==> src/rtl/sleep_power_pkg.sv <==
// package: register map, field positions and reset values of the
// sleep and power control block
// assumes: nothing beyond a systemverilog compiler
`default_nettype none
package sleep_power_pkg;
   // ----------------------------------------------------------------
   // register map
   // ----------------------------------------------------------------
   // printed offset is odd, so it is an index; byte address is 4x
   localparam logic [7:0] SLEEP_POWER_CONTROL_INDEX = 8'h8f;
   localparam logic [11:0] SLEEP_POWER_CONTROL_ADDR = 12'h23c;
   localparam logic [7:0] SLEEP_STATUS_INDEX = 8'h90;
   localparam logic [11:0] SLEEP_STATUS_ADDR = 12'h240;
   localparam logic [11:0] SLEEP_COMMAND_ADDR = 12'h244;
   localparam int ADDR_WIDTH = 12;
   localparam int REG_WIDTH = 8;
   localparam logic [7:0] SLEEP_POWER_CONTROL_RESET = 8'h3f;
   localparam logic [7:0] SLEEP_POWER_CONTROL_MASK = 8'hbf;
   // ----------------------------------------------------------------
   // field positions
   // ----------------------------------------------------------------
   localparam int BIT_HIBERNATE_SELECT = 7;
   localparam int BIT_REFERENCES_OFF = 5;
   localparam int BIT_LEVEL_SHIFT_OFF = 4;
   localparam int BIT_OSCILLATOR_OFF_IN_SLEEP = 3;
   localparam int BIT_COMPARATOR_REFERENCE_OFF = 2;
   localparam int BIT_TEMPERATURE_SENSOR_OFF = 1;
   localparam int BIT_CONVERTER_POWER_OFF = 0;
   // status register bits
   localparam int STAT_ASLEEP = 0;
   localparam int STAT_HIBERNATING = 1;
   // command register bit
   localparam int CMD_SLEEP = 0;
   // ----------------------------------------------------------------
   // axi responses
   // ----------------------------------------------------------------
   localparam logic [1:0] RESP_OKAY = 2'h0;
   localparam logic [1:0] RESP_SLVERR = 2'h2;
   // ----------------------------------------------------------------
   // power state
   // ----------------------------------------------------------------
   typedef enum logic [1:0] {
      ST_RUN = 2'b00,
      ST_SLEEP = 2'b01,
      ST_HIBERNATE = 2'b10
   } power_state_t;
endpackage
`default_nettype wire

==> src/rtl/reg_access_if.sv <==
// interface: register write strobes and read-back values between bus slave and core
// assumes: both ends on the same clock
`timescale 1ns/10ps
`default_nettype none
interface reg_access_if;
   logic wr_ctrl;
   logic wr_cmd;
   logic [7:0] wdata;
   logic [7:0] ctrl_q;
   logic [1:0] state_q;
   modport slave (output wr_ctrl, output wr_cmd, output wdata,
                  input ctrl_q, input state_q);
   modport core (input wr_ctrl, input wr_cmd, input wdata,
                 output ctrl_q, output state_q);
endinterface
`default_nettype wire

==> src/rtl/sleep_power_control.sv <==
// top: sleep and power control register with analog power switches,
// oscillator gating and sleep/hibernate state
// assumes: 40 mhz core clock; wake sources arrive as pins
//
// Overview of operation
// - bit 7 set enables hibernate; clear keeps normal operating mode
// - bit 6 unimplemented: writes ignored, reads zero
// - bit 5 set turns off bandgap, low voltage detector, bias generator
// - bit 4 set powers down level shift; inputs keep working
// - bit 4 clear powers level shift network, half-volt input offset
// - bit 3 set stops main oscillator in sleep; clear keeps it running
// - bit 2 set powers off programmable reference and comparators
// - bit 1 set powers off temperature sensor
// - bit 0 set powers off converter comparator, current source, divider
// - sleep command with hibernate select set enters hibernate
// - oscillator-off bit acts only in sleep; otherwise oscillator runs
// - hibernate wakes on every sleep wake source except watchdog
//
// Register access over AXI4-Lite was decided locally.
`timescale 1ns/10ps
`default_nettype none
module sleep_power_control
(
   input wire logic clk_in,
   input wire logic arst_n_in,
   input wire logic ce_in,
   input wire logic [11:0] s_axi_awaddr_in,
   input wire logic s_axi_awvalid_in,
   output logic s_axi_awready_out,
   input wire logic [31:0] s_axi_wdata_in,
   input wire logic [3:0] s_axi_wstrb_in,
   input wire logic s_axi_wvalid_in,
   output logic s_axi_wready_out,
   output logic [1:0] s_axi_bresp_out,
   output logic s_axi_bvalid_out,
   input wire logic s_axi_bready_in,
   input wire logic [11:0] s_axi_araddr_in,
   input wire logic s_axi_arvalid_in,
   output logic s_axi_arready_out,
   output logic [31:0] s_axi_rdata_out,
   output logic [1:0] s_axi_rresp_out,
   output logic s_axi_rvalid_out,
   input wire logic s_axi_rready_in,
   input wire logic wake_event_in,
   input wire logic watchdog_timeout_in,
   output logic hibernate_select_out,
   output logic references_off_out,
   output logic level_shift_off_out,
   output logic comparator_reference_off_out,
   output logic temperature_sensor_off_out,
   output logic converter_power_off_out,
   output logic main_oscillator_run_out,
   output logic cpu_clock_run_out,
   output logic watchdog_run_out,
   output logic asleep_out,
   output logic hibernating_out
);
   logic rst_meta_reg;
   logic rst_sync_reg;
   logic wake_meta_reg;
   logic wake_sync_reg;
   logic wdt_meta_reg;
   logic wdt_sync_reg;
   logic [7:0] ctrl_reg;
   logic [7:0] ctrl_next;
   sleep_power_pkg::power_state_t state_reg;
   sleep_power_pkg::power_state_t state_next;
   wire logic rst_n;
   wire logic in_sleep;
   wire logic in_hib;
   wire logic wake_now;

   reg_access_if regs ();

   // ---------------------------------------------------------------
   // reset and input synchronisers
   // ---------------------------------------------------------------
   // reset released through two flops
   always_ff @(posedge clk_in or negedge arst_n_in)
   begin
      if (!arst_n_in)
      begin
         rst_meta_reg <= 1'b0;
         rst_sync_reg <= 1'b0;
      end
      else
      begin
         rst_meta_reg <= 1'b1;
         rst_sync_reg <= rst_meta_reg;
      end
   end
   assign rst_n = rst_sync_reg;

   // wake pins pass two flops before use
   always_ff @(posedge clk_in or negedge rst_n)
   begin
      if (!rst_n)
      begin
         wake_meta_reg <= 1'b0;
         wake_sync_reg <= 1'b0;
         wdt_meta_reg <= 1'b0;
         wdt_sync_reg <= 1'b0;
      end
      else if (ce_in)
      begin
         wake_meta_reg <= wake_event_in;
         wake_sync_reg <= wake_meta_reg;
         wdt_meta_reg <= watchdog_timeout_in;
         wdt_sync_reg <= wdt_meta_reg;
      end
   end

   // ---------------------------------------------------------------
   // bus slave
   // ---------------------------------------------------------------
   axi_reg_slave u_slave
   (
      .clk_in(clk_in),
      .ce_in(ce_in),
      .rst_n(rst_n),
      .awaddr_in(s_axi_awaddr_in),
      .awvalid_in(s_axi_awvalid_in),
      .awready_out(s_axi_awready_out),
      .wdata_in(s_axi_wdata_in),
      .wstrb_in(s_axi_wstrb_in),
      .wvalid_in(s_axi_wvalid_in),
      .wready_out(s_axi_wready_out),
      .bresp_out(s_axi_bresp_out),
      .bvalid_out(s_axi_bvalid_out),
      .bready_in(s_axi_bready_in),
      .araddr_in(s_axi_araddr_in),
      .arvalid_in(s_axi_arvalid_in),
      .arready_out(s_axi_arready_out),
      .rdata_out(s_axi_rdata_out),
      .rresp_out(s_axi_rresp_out),
      .rvalid_out(s_axi_rvalid_out),
      .rready_in(s_axi_rready_in),
      .regs(regs)
   );

   // ---------------------------------------------------------------
   // control register
   // ---------------------------------------------------------------
   // bit 6 masked off on write so it always reads zero
   assign ctrl_next = regs.wr_ctrl
      ? (regs.wdata & sleep_power_pkg::SLEEP_POWER_CONTROL_MASK)
      : ctrl_reg;

   // control register, power-on value
   always_ff @(posedge clk_in or negedge rst_n)
   begin
      if (!rst_n)
         ctrl_reg <= sleep_power_pkg::SLEEP_POWER_CONTROL_RESET;
      else if (ce_in)
         ctrl_reg <= ctrl_next;
   end
   assign regs.ctrl_q = ctrl_reg;
   assign regs.state_q = {in_hib, in_sleep};

   // ---------------------------------------------------------------
   // sleep / hibernate state
   // ---------------------------------------------------------------
   // watchdog wakes plain sleep only
   assign wake_now = (state_reg == sleep_power_pkg::ST_SLEEP)
      ? (wake_sync_reg || wdt_sync_reg)
      : wake_sync_reg;

   // next power state
   always_comb
   begin
      state_next = state_reg;
      unique case (state_reg)
         sleep_power_pkg::ST_RUN:
            if (regs.wr_cmd && regs.wdata[sleep_power_pkg::CMD_SLEEP])
               state_next = ctrl_next[sleep_power_pkg::BIT_HIBERNATE_SELECT]
                  ? sleep_power_pkg::ST_HIBERNATE
                  : sleep_power_pkg::ST_SLEEP;
         sleep_power_pkg::ST_SLEEP:
            if (wake_now)
               state_next = sleep_power_pkg::ST_RUN;
         sleep_power_pkg::ST_HIBERNATE:
            if (wake_now)
               state_next = sleep_power_pkg::ST_RUN;
         default:
            state_next = sleep_power_pkg::ST_RUN;
      endcase
   end

   // state register
   always_ff @(posedge clk_in or negedge rst_n)
   begin
      if (!rst_n)
         state_reg <= sleep_power_pkg::ST_RUN;
      else if (ce_in)
         state_reg <= state_next;
   end

   assign in_sleep = state_reg != sleep_power_pkg::ST_RUN;
   assign in_hib = state_reg == sleep_power_pkg::ST_HIBERNATE;

   // ---------------------------------------------------------------
   // power and clock outputs, from the control and state registers
   // ---------------------------------------------------------------
   // each switch follows its bit with no extra stage
   assign hibernate_select_out =
      ctrl_reg[sleep_power_pkg::BIT_HIBERNATE_SELECT];
   assign references_off_out =
      ctrl_reg[sleep_power_pkg::BIT_REFERENCES_OFF];
   assign level_shift_off_out =
      ctrl_reg[sleep_power_pkg::BIT_LEVEL_SHIFT_OFF];
   assign comparator_reference_off_out =
      ctrl_reg[sleep_power_pkg::BIT_COMPARATOR_REFERENCE_OFF];
   assign temperature_sensor_off_out =
      ctrl_reg[sleep_power_pkg::BIT_TEMPERATURE_SENSOR_OFF];
   assign converter_power_off_out =
      ctrl_reg[sleep_power_pkg::BIT_CONVERTER_POWER_OFF];

   // oscillator stops only in sleep with its bit set
   assign main_oscillator_run_out = !in_sleep
      || !ctrl_reg[sleep_power_pkg::BIT_OSCILLATOR_OFF_IN_SLEEP];
   assign cpu_clock_run_out = !in_sleep;
   assign watchdog_run_out = !in_hib;
   assign asleep_out = in_sleep;
   assign hibernating_out = in_hib;
endmodule // sleep_power_control
`default_nettype wire

==> src/rtl/axi_reg_slave.sv <==
// axi4-lite slave: decodes the three registers; control and command writes become strobes
// assumes: clock, enable and synchronised reset from the top module
`timescale 1ns/10ps
`default_nettype none
module axi_reg_slave
(
   input wire logic clk_in,
   input wire logic ce_in,
   input wire logic rst_n,
   input wire logic [11:0] awaddr_in,
   input wire logic awvalid_in,
   output logic awready_out,
   input wire logic [31:0] wdata_in,
   input wire logic [3:0] wstrb_in,
   input wire logic wvalid_in,
   output logic wready_out,
   output logic [1:0] bresp_out,
   output logic bvalid_out,
   input wire logic bready_in,
   input wire logic [11:0] araddr_in,
   input wire logic arvalid_in,
   output logic arready_out,
   output logic [31:0] rdata_out,
   output logic [1:0] rresp_out,
   output logic rvalid_out,
   input wire logic rready_in,
   reg_access_if.slave regs
);
   logic aw_held_reg;
   logic w_held_reg;
   logic [11:0] awaddr_reg;
   logic [7:0] wdata_reg;
   logic wlane_reg;
   logic [1:0] bresp_reg;
   logic [31:0] rdata_reg;
   logic [1:0] rresp_reg;
   logic bvalid_reg;
   logic rvalid_reg;
   wire logic aw_take;
   wire logic w_take;
   wire logic do_write;
   wire logic ar_take;
   wire logic wr_known;
   wire logic rd_ctrl;
   wire logic rd_stat;
   wire logic rd_known;

   // ---------------------------------------------------------------
   // handshakes and decode
   // ---------------------------------------------------------------
   assign awready_out = ce_in && !aw_held_reg && !bvalid_reg;
   assign wready_out = ce_in && !w_held_reg && !bvalid_reg;
   assign aw_take = awvalid_in && awready_out;
   assign w_take = wvalid_in && wready_out;
   assign do_write = ce_in && aw_held_reg && w_held_reg && !bvalid_reg;
   assign wr_known = awaddr_reg == sleep_power_pkg::SLEEP_POWER_CONTROL_ADDR
      || awaddr_reg == sleep_power_pkg::SLEEP_COMMAND_ADDR;
   assign regs.wr_ctrl = do_write && wlane_reg
      && awaddr_reg == sleep_power_pkg::SLEEP_POWER_CONTROL_ADDR;
   assign regs.wr_cmd = do_write && wlane_reg
      && awaddr_reg == sleep_power_pkg::SLEEP_COMMAND_ADDR;
   assign regs.wdata = wdata_reg;
   assign arready_out = ce_in && !rvalid_reg;
   assign ar_take = arvalid_in && arready_out;
   assign rd_ctrl = araddr_in == sleep_power_pkg::SLEEP_POWER_CONTROL_ADDR;
   assign rd_stat = araddr_in == sleep_power_pkg::SLEEP_STATUS_ADDR;
   assign rd_known = rd_ctrl || rd_stat
      || araddr_in == sleep_power_pkg::SLEEP_COMMAND_ADDR;
   assign bresp_out = bresp_reg;
   assign bvalid_out = bvalid_reg;
   assign rdata_out = rdata_reg;
   assign rresp_out = rresp_reg;
   assign rvalid_out = rvalid_reg;

   // write channel capture and response
   always_ff @(posedge clk_in or negedge rst_n)
   begin
      if (!rst_n)
      begin
         aw_held_reg <= 1'b0;
         w_held_reg <= 1'b0;
         awaddr_reg <= 12'h000;
         wdata_reg <= 8'h00;
         wlane_reg <= 1'b0;
         bvalid_reg <= 1'b0;
         bresp_reg <= 2'h0;
      end
      else if (ce_in)
      begin
         if (aw_take)
         begin
            aw_held_reg <= 1'b1;
            awaddr_reg <= awaddr_in;
         end
         if (w_take)
         begin
            w_held_reg <= 1'b1;
            wdata_reg <= wdata_in[7:0];
            wlane_reg <= wstrb_in[0];
         end
         if (do_write)
         begin
            aw_held_reg <= 1'b0;
            w_held_reg <= 1'b0;
            bvalid_reg <= 1'b1;
            bresp_reg <= wr_known ? sleep_power_pkg::RESP_OKAY
                                  : sleep_power_pkg::RESP_SLVERR;
         end
         else if (bvalid_reg && bready_in)
            bvalid_reg <= 1'b0;
      end
   end

   // read channel: one beat, upper bits zero
   always_ff @(posedge clk_in or negedge rst_n)
   begin
      if (!rst_n)
      begin
         rvalid_reg <= 1'b0;
         rdata_reg <= 32'h00000000;
         rresp_reg <= 2'h0;
      end
      else if (ce_in)
      begin
         if (ar_take)
         begin
            rvalid_reg <= 1'b1;
            rdata_reg <= rd_ctrl ? {24'h000000, regs.ctrl_q}
               : rd_stat ? {30'h00000000, regs.state_q} : 32'h00000000;
            rresp_reg <= rd_known ? sleep_power_pkg::RESP_OKAY
                                  : sleep_power_pkg::RESP_SLVERR;
         end
         else if (rvalid_reg && rready_in)
            rvalid_reg <= 1'b0;
      end
   end
endmodule // axi_reg_slave
`default_nettype wire

==> config.mk <==
export PLATFORM = sky130hd
export DESIGN_NAME = sleep_power_control
export DESIGN_NICKNAME = d
export VERILOG_FILES = /design/src/rtl/sleep_power_pkg.sv /design/src/rtl/reg_access_if.sv /design/src/rtl/sleep_power_control.sv /design/src/rtl/axi_reg_slave.sv
export SDC_FILE = /design/constraint.sdc
export NUM_CORES = 1
export LEC_CHECK = 0
export ABC_CLOCK_PERIOD_IN_PS = 4220
export BUFFER_PORTS_ARGS = -buffer_cell sky130_fd_sc_hd__buf_2
export CORE_MARGIN = 4
export CORE_UTILIZATION = 48
export DETAILED_ROUTE_END_ITERATION = 16
export PLACE_DENSITY = 0.84
export SLEW_MARGIN = 10
export SYNTH_ARGS = -nofsm -noshare
export SYNTH_HDL_FRONTEND = slang
export SYNTH_SLANG_ARGS = --single-unit
==> constraint.sdc <==
create_clock -name clk_in -period 4.22 [get_ports clk_in]
set_clock_uncertainty 0.2 [all_clocks]
set_input_delay 0.211 -clock clk_in [delete_from_list [all_inputs] [get_ports clk_in]]
set_output_delay 0.211 -clock clk_in [all_outputs]
set_load 0.03 [all_outputs]
==> metrics.md <==
| Metric | Value |
|---|---|
| Slew HR | 0.360 |
| Via Count | 1659 |
| Area of the mapped netlist | 2320 um^2 |
| Worst reg-to-reg setup slack | approximately 2.2 ns |
| CTS tree | built |
| Clock Path Buffers | 2 |
| Clock group share of total power | 0.290 |
| Vias per cell | 4.87 |
| Status | complete, no violations |
| Synth area leaders | dfrtp_1 (45%), mux2_2 (16%), buf_4 (9.0%) |
| Chip height | 77.6 um |
| Seq pwr share | 0.450 |
| Arrival @ worst endpoint | 2.03 ns |
| Placed cell count | 305 |
| CP startpoint kind | flip-flop |
| Fin crit period | 2.03 ns |
| Max-Cap Viols | 0 |
| Worst EP required | 4.22 ns |
| CTS root buf | clkbuf_8 |
| Area share of the largest cell type after synthesis | 0.452 |
| Least-Margin Pin Slew | 0.960 ns |
| Final Non-Filler Cells | 341 |
| Leading area contributor after synthesis | dfrtp_1 |
| Drt first pass iters | 4 |
| PD cells | 508 nW/um^2 |
| Skew-Pair Late Insertion Delay | 0.30 ns |
| Initial DRC count | 67 |
| Setup TNS Final | 0 ns |
| GPL Wtd Cong | 0.739 |
| H-tree Lvls | 2 |
| Slew Viols, Final | 0 |
| DR WL/cell | 13.6 um |
| Share of layout cells above drive strength 1 | 0.422 |
| Setup ws final | 2.19 ns |
| Pin count of the biggest net entering global routing | 47 |
| Most used flip-flop cell after synthesis | dfrtp_1 |
| Placed Instance Area | 2590 um^2 |
| Initial antenna violation count | 0 |
| Pleak | around 1.5 nW |
| Post-synthesis sequential area ratio | 0.520 |
| WS Path Type | flip-flop to flip-flop |
| Post-synthesis register bit count | 48 |
| Total GRT Usage | 0.164 |
| TritonCTS Buffers | 5 |
| Diode count | 0 |
| Unrepaired setup endpoints after global routing | false |
| P_sw | 0.462 mW |
| Final Setup Violations | 0 |
| Final WL | around 4600 um |
| # rows | 25 |
| IO Count | between 100 and 150 |
| DRC Markers | 0 |
| Sink Count | 48 |
| Hpwl dp | about 3300 um |
| Setup Fix Bufs, Post-CTS | 0 |
| Synth async-reset ratio | 1.00 |
| Most common library cells after synthesis | dfrtp_1 (42), mux2_2 (32), buf_4 (28), nand2_1 (20), o21ai_0 (8) |
| F_max | 492 MHz |
| Synth warn | 0 |
| Fin area | 3030 um^2 |
| Most frequent cell after synthesis | dfrtp_1 |
| Period utilisation layout | 0.481 |
| Starting Density | 0.495 |
| # port buffers | 66 |
| Max FO, Critical Path | 7 |
| Post-layout util | 0.646 |
| Layout area overhead | 30.4% |
| First-pass GRT wire length | roughly 7800 um |
| P_int | 1.08 mW |
| Max reg flops | 12 |
| Final-report hold violation count | 0 |
| Combinational power share | 0.260 |
| Hold Crit Class | input pin to flip-flop |
| Post-route ant nets | 0 |
| Sw frac | 0.300 |
| Worst Setup End Kind | flip-flop |
| NumNets Final | between 300 and 400 |
| Avg Inst Size Synth | 12.2 um^2 |
| GRT overflow | 0 |
| DIE AREA | 6020 um^2 |
| Synth cell types | 39 |
| Peak supply drop | 412 uV |
| Die Span X | a little under 80 um |
| Post-synthesis cell count | about 190 |
| Post-synth EDFFs | 0 |
| Core box area | ~4700 um^2 |
| Number of global-route vias before repair | 1748 |
| Setup slack at placement | between 2 and 2.5 ns |
| Clk slew on worst S/H paths | 0.09 ns |
worst max-delay path: stages, from the launching register on:
cell     delay [ns]
dfrtp_1        0.42
and4b_1        0.45
nand4_4        0.15
nor2_2         0.33
mux2_2         0.38
cell usage in the layout, fill, tap and decap left out, types with 5 or more instances in the layout:
cell / synthesis / layout
dfstp_2: 6 / 6
inv_1: 5 / 5
nor2_1: 5 / 5
buf_2: 3 / 66
mux2_2: 32 / 32
dlygate4sd3_1: 0 / 28
o21ai_0: 8 / 8
clkbuf_8: 0 / 5
conb_1: 2 / 28
dfrtp_1: 42 / 41
nand2_1: 20 / 20
through the flow:
stage	power (mW)	hold WS (ns)
floorplan	1.00	-0.285
global placement	1.06	-0.204
detailed placement	1.08	-0.202
CTS	1.55	0.0489
global route	1.63	0.0673
finish	1.54	0.0556
area by class of cell:
class                      instances  area [um^2]
multi-input combinational        132          966
tap                               54         67.6
fill                             373         1660
clock buffer                       5         68.8
clock inverter                     3         90.1
inverter                           5         18.8
timing repair buffer              94          611
sequential                        48         1210
logic make-up after synthesis:
family	count (synthesis)	share of synthesized area
AOI/OAI and AO/OA	21	0.0554
adders and majority gates	3	0.0161
buffers and inverters	37	0.107
DFF	48	0.520
muxes	33	0.159
other	2	0.00323
and+or+nand+nor	47	0.139
power by group through the flow:
stage	Combinational [mW]	Sequential (mW)	Clock [mW]
6_report	0.400	0.694	0.446
5_1_grt	0.438	0.714	0.477
4_1_cts	0.399	0.694	0.456
3_5_place_dp	0.377	0.704	0
3_3_place_gp	0.364	0.696	0
2_1_floorplan	0.307	0.694	0
routing by layer:
| layer | wire (um) | track usage |
|---|---|---|
| met3 | 428 | 0.0673 |
| met4 | 68 | 0.0445 |
| met1 | 1850 | 0.182 |
| met5 | 0 | 0 |
| met2 | 2300 | 0.288 |
worst paths after layout:
check                                   start                    end  cells after the start
max                        u_slave.bvalid_out            ctrl_reg[7]                      4
min                        s_axi_araddr_in[6]   u_slave.rdata_out[5]                      4
max reg2reg                u_slave.bvalid_out            ctrl_reg[7]                      4
min reg2reg                      rst_meta_reg                  rst_n                      0
max in group asynchronous               rst_n  u_slave.regs.wdata[0]                      0
min in group asynchronous               rst_n     u_slave.bvalid_out                      0
timing repair:
item	4_1_cts	5_1_grt
setup endpoints to repair	0	0
hold buffers	28	0
gates resized for setup	0	0
hold endpoints to repair	28	0
Note: power is estimated with default switching activity, not from simulation.
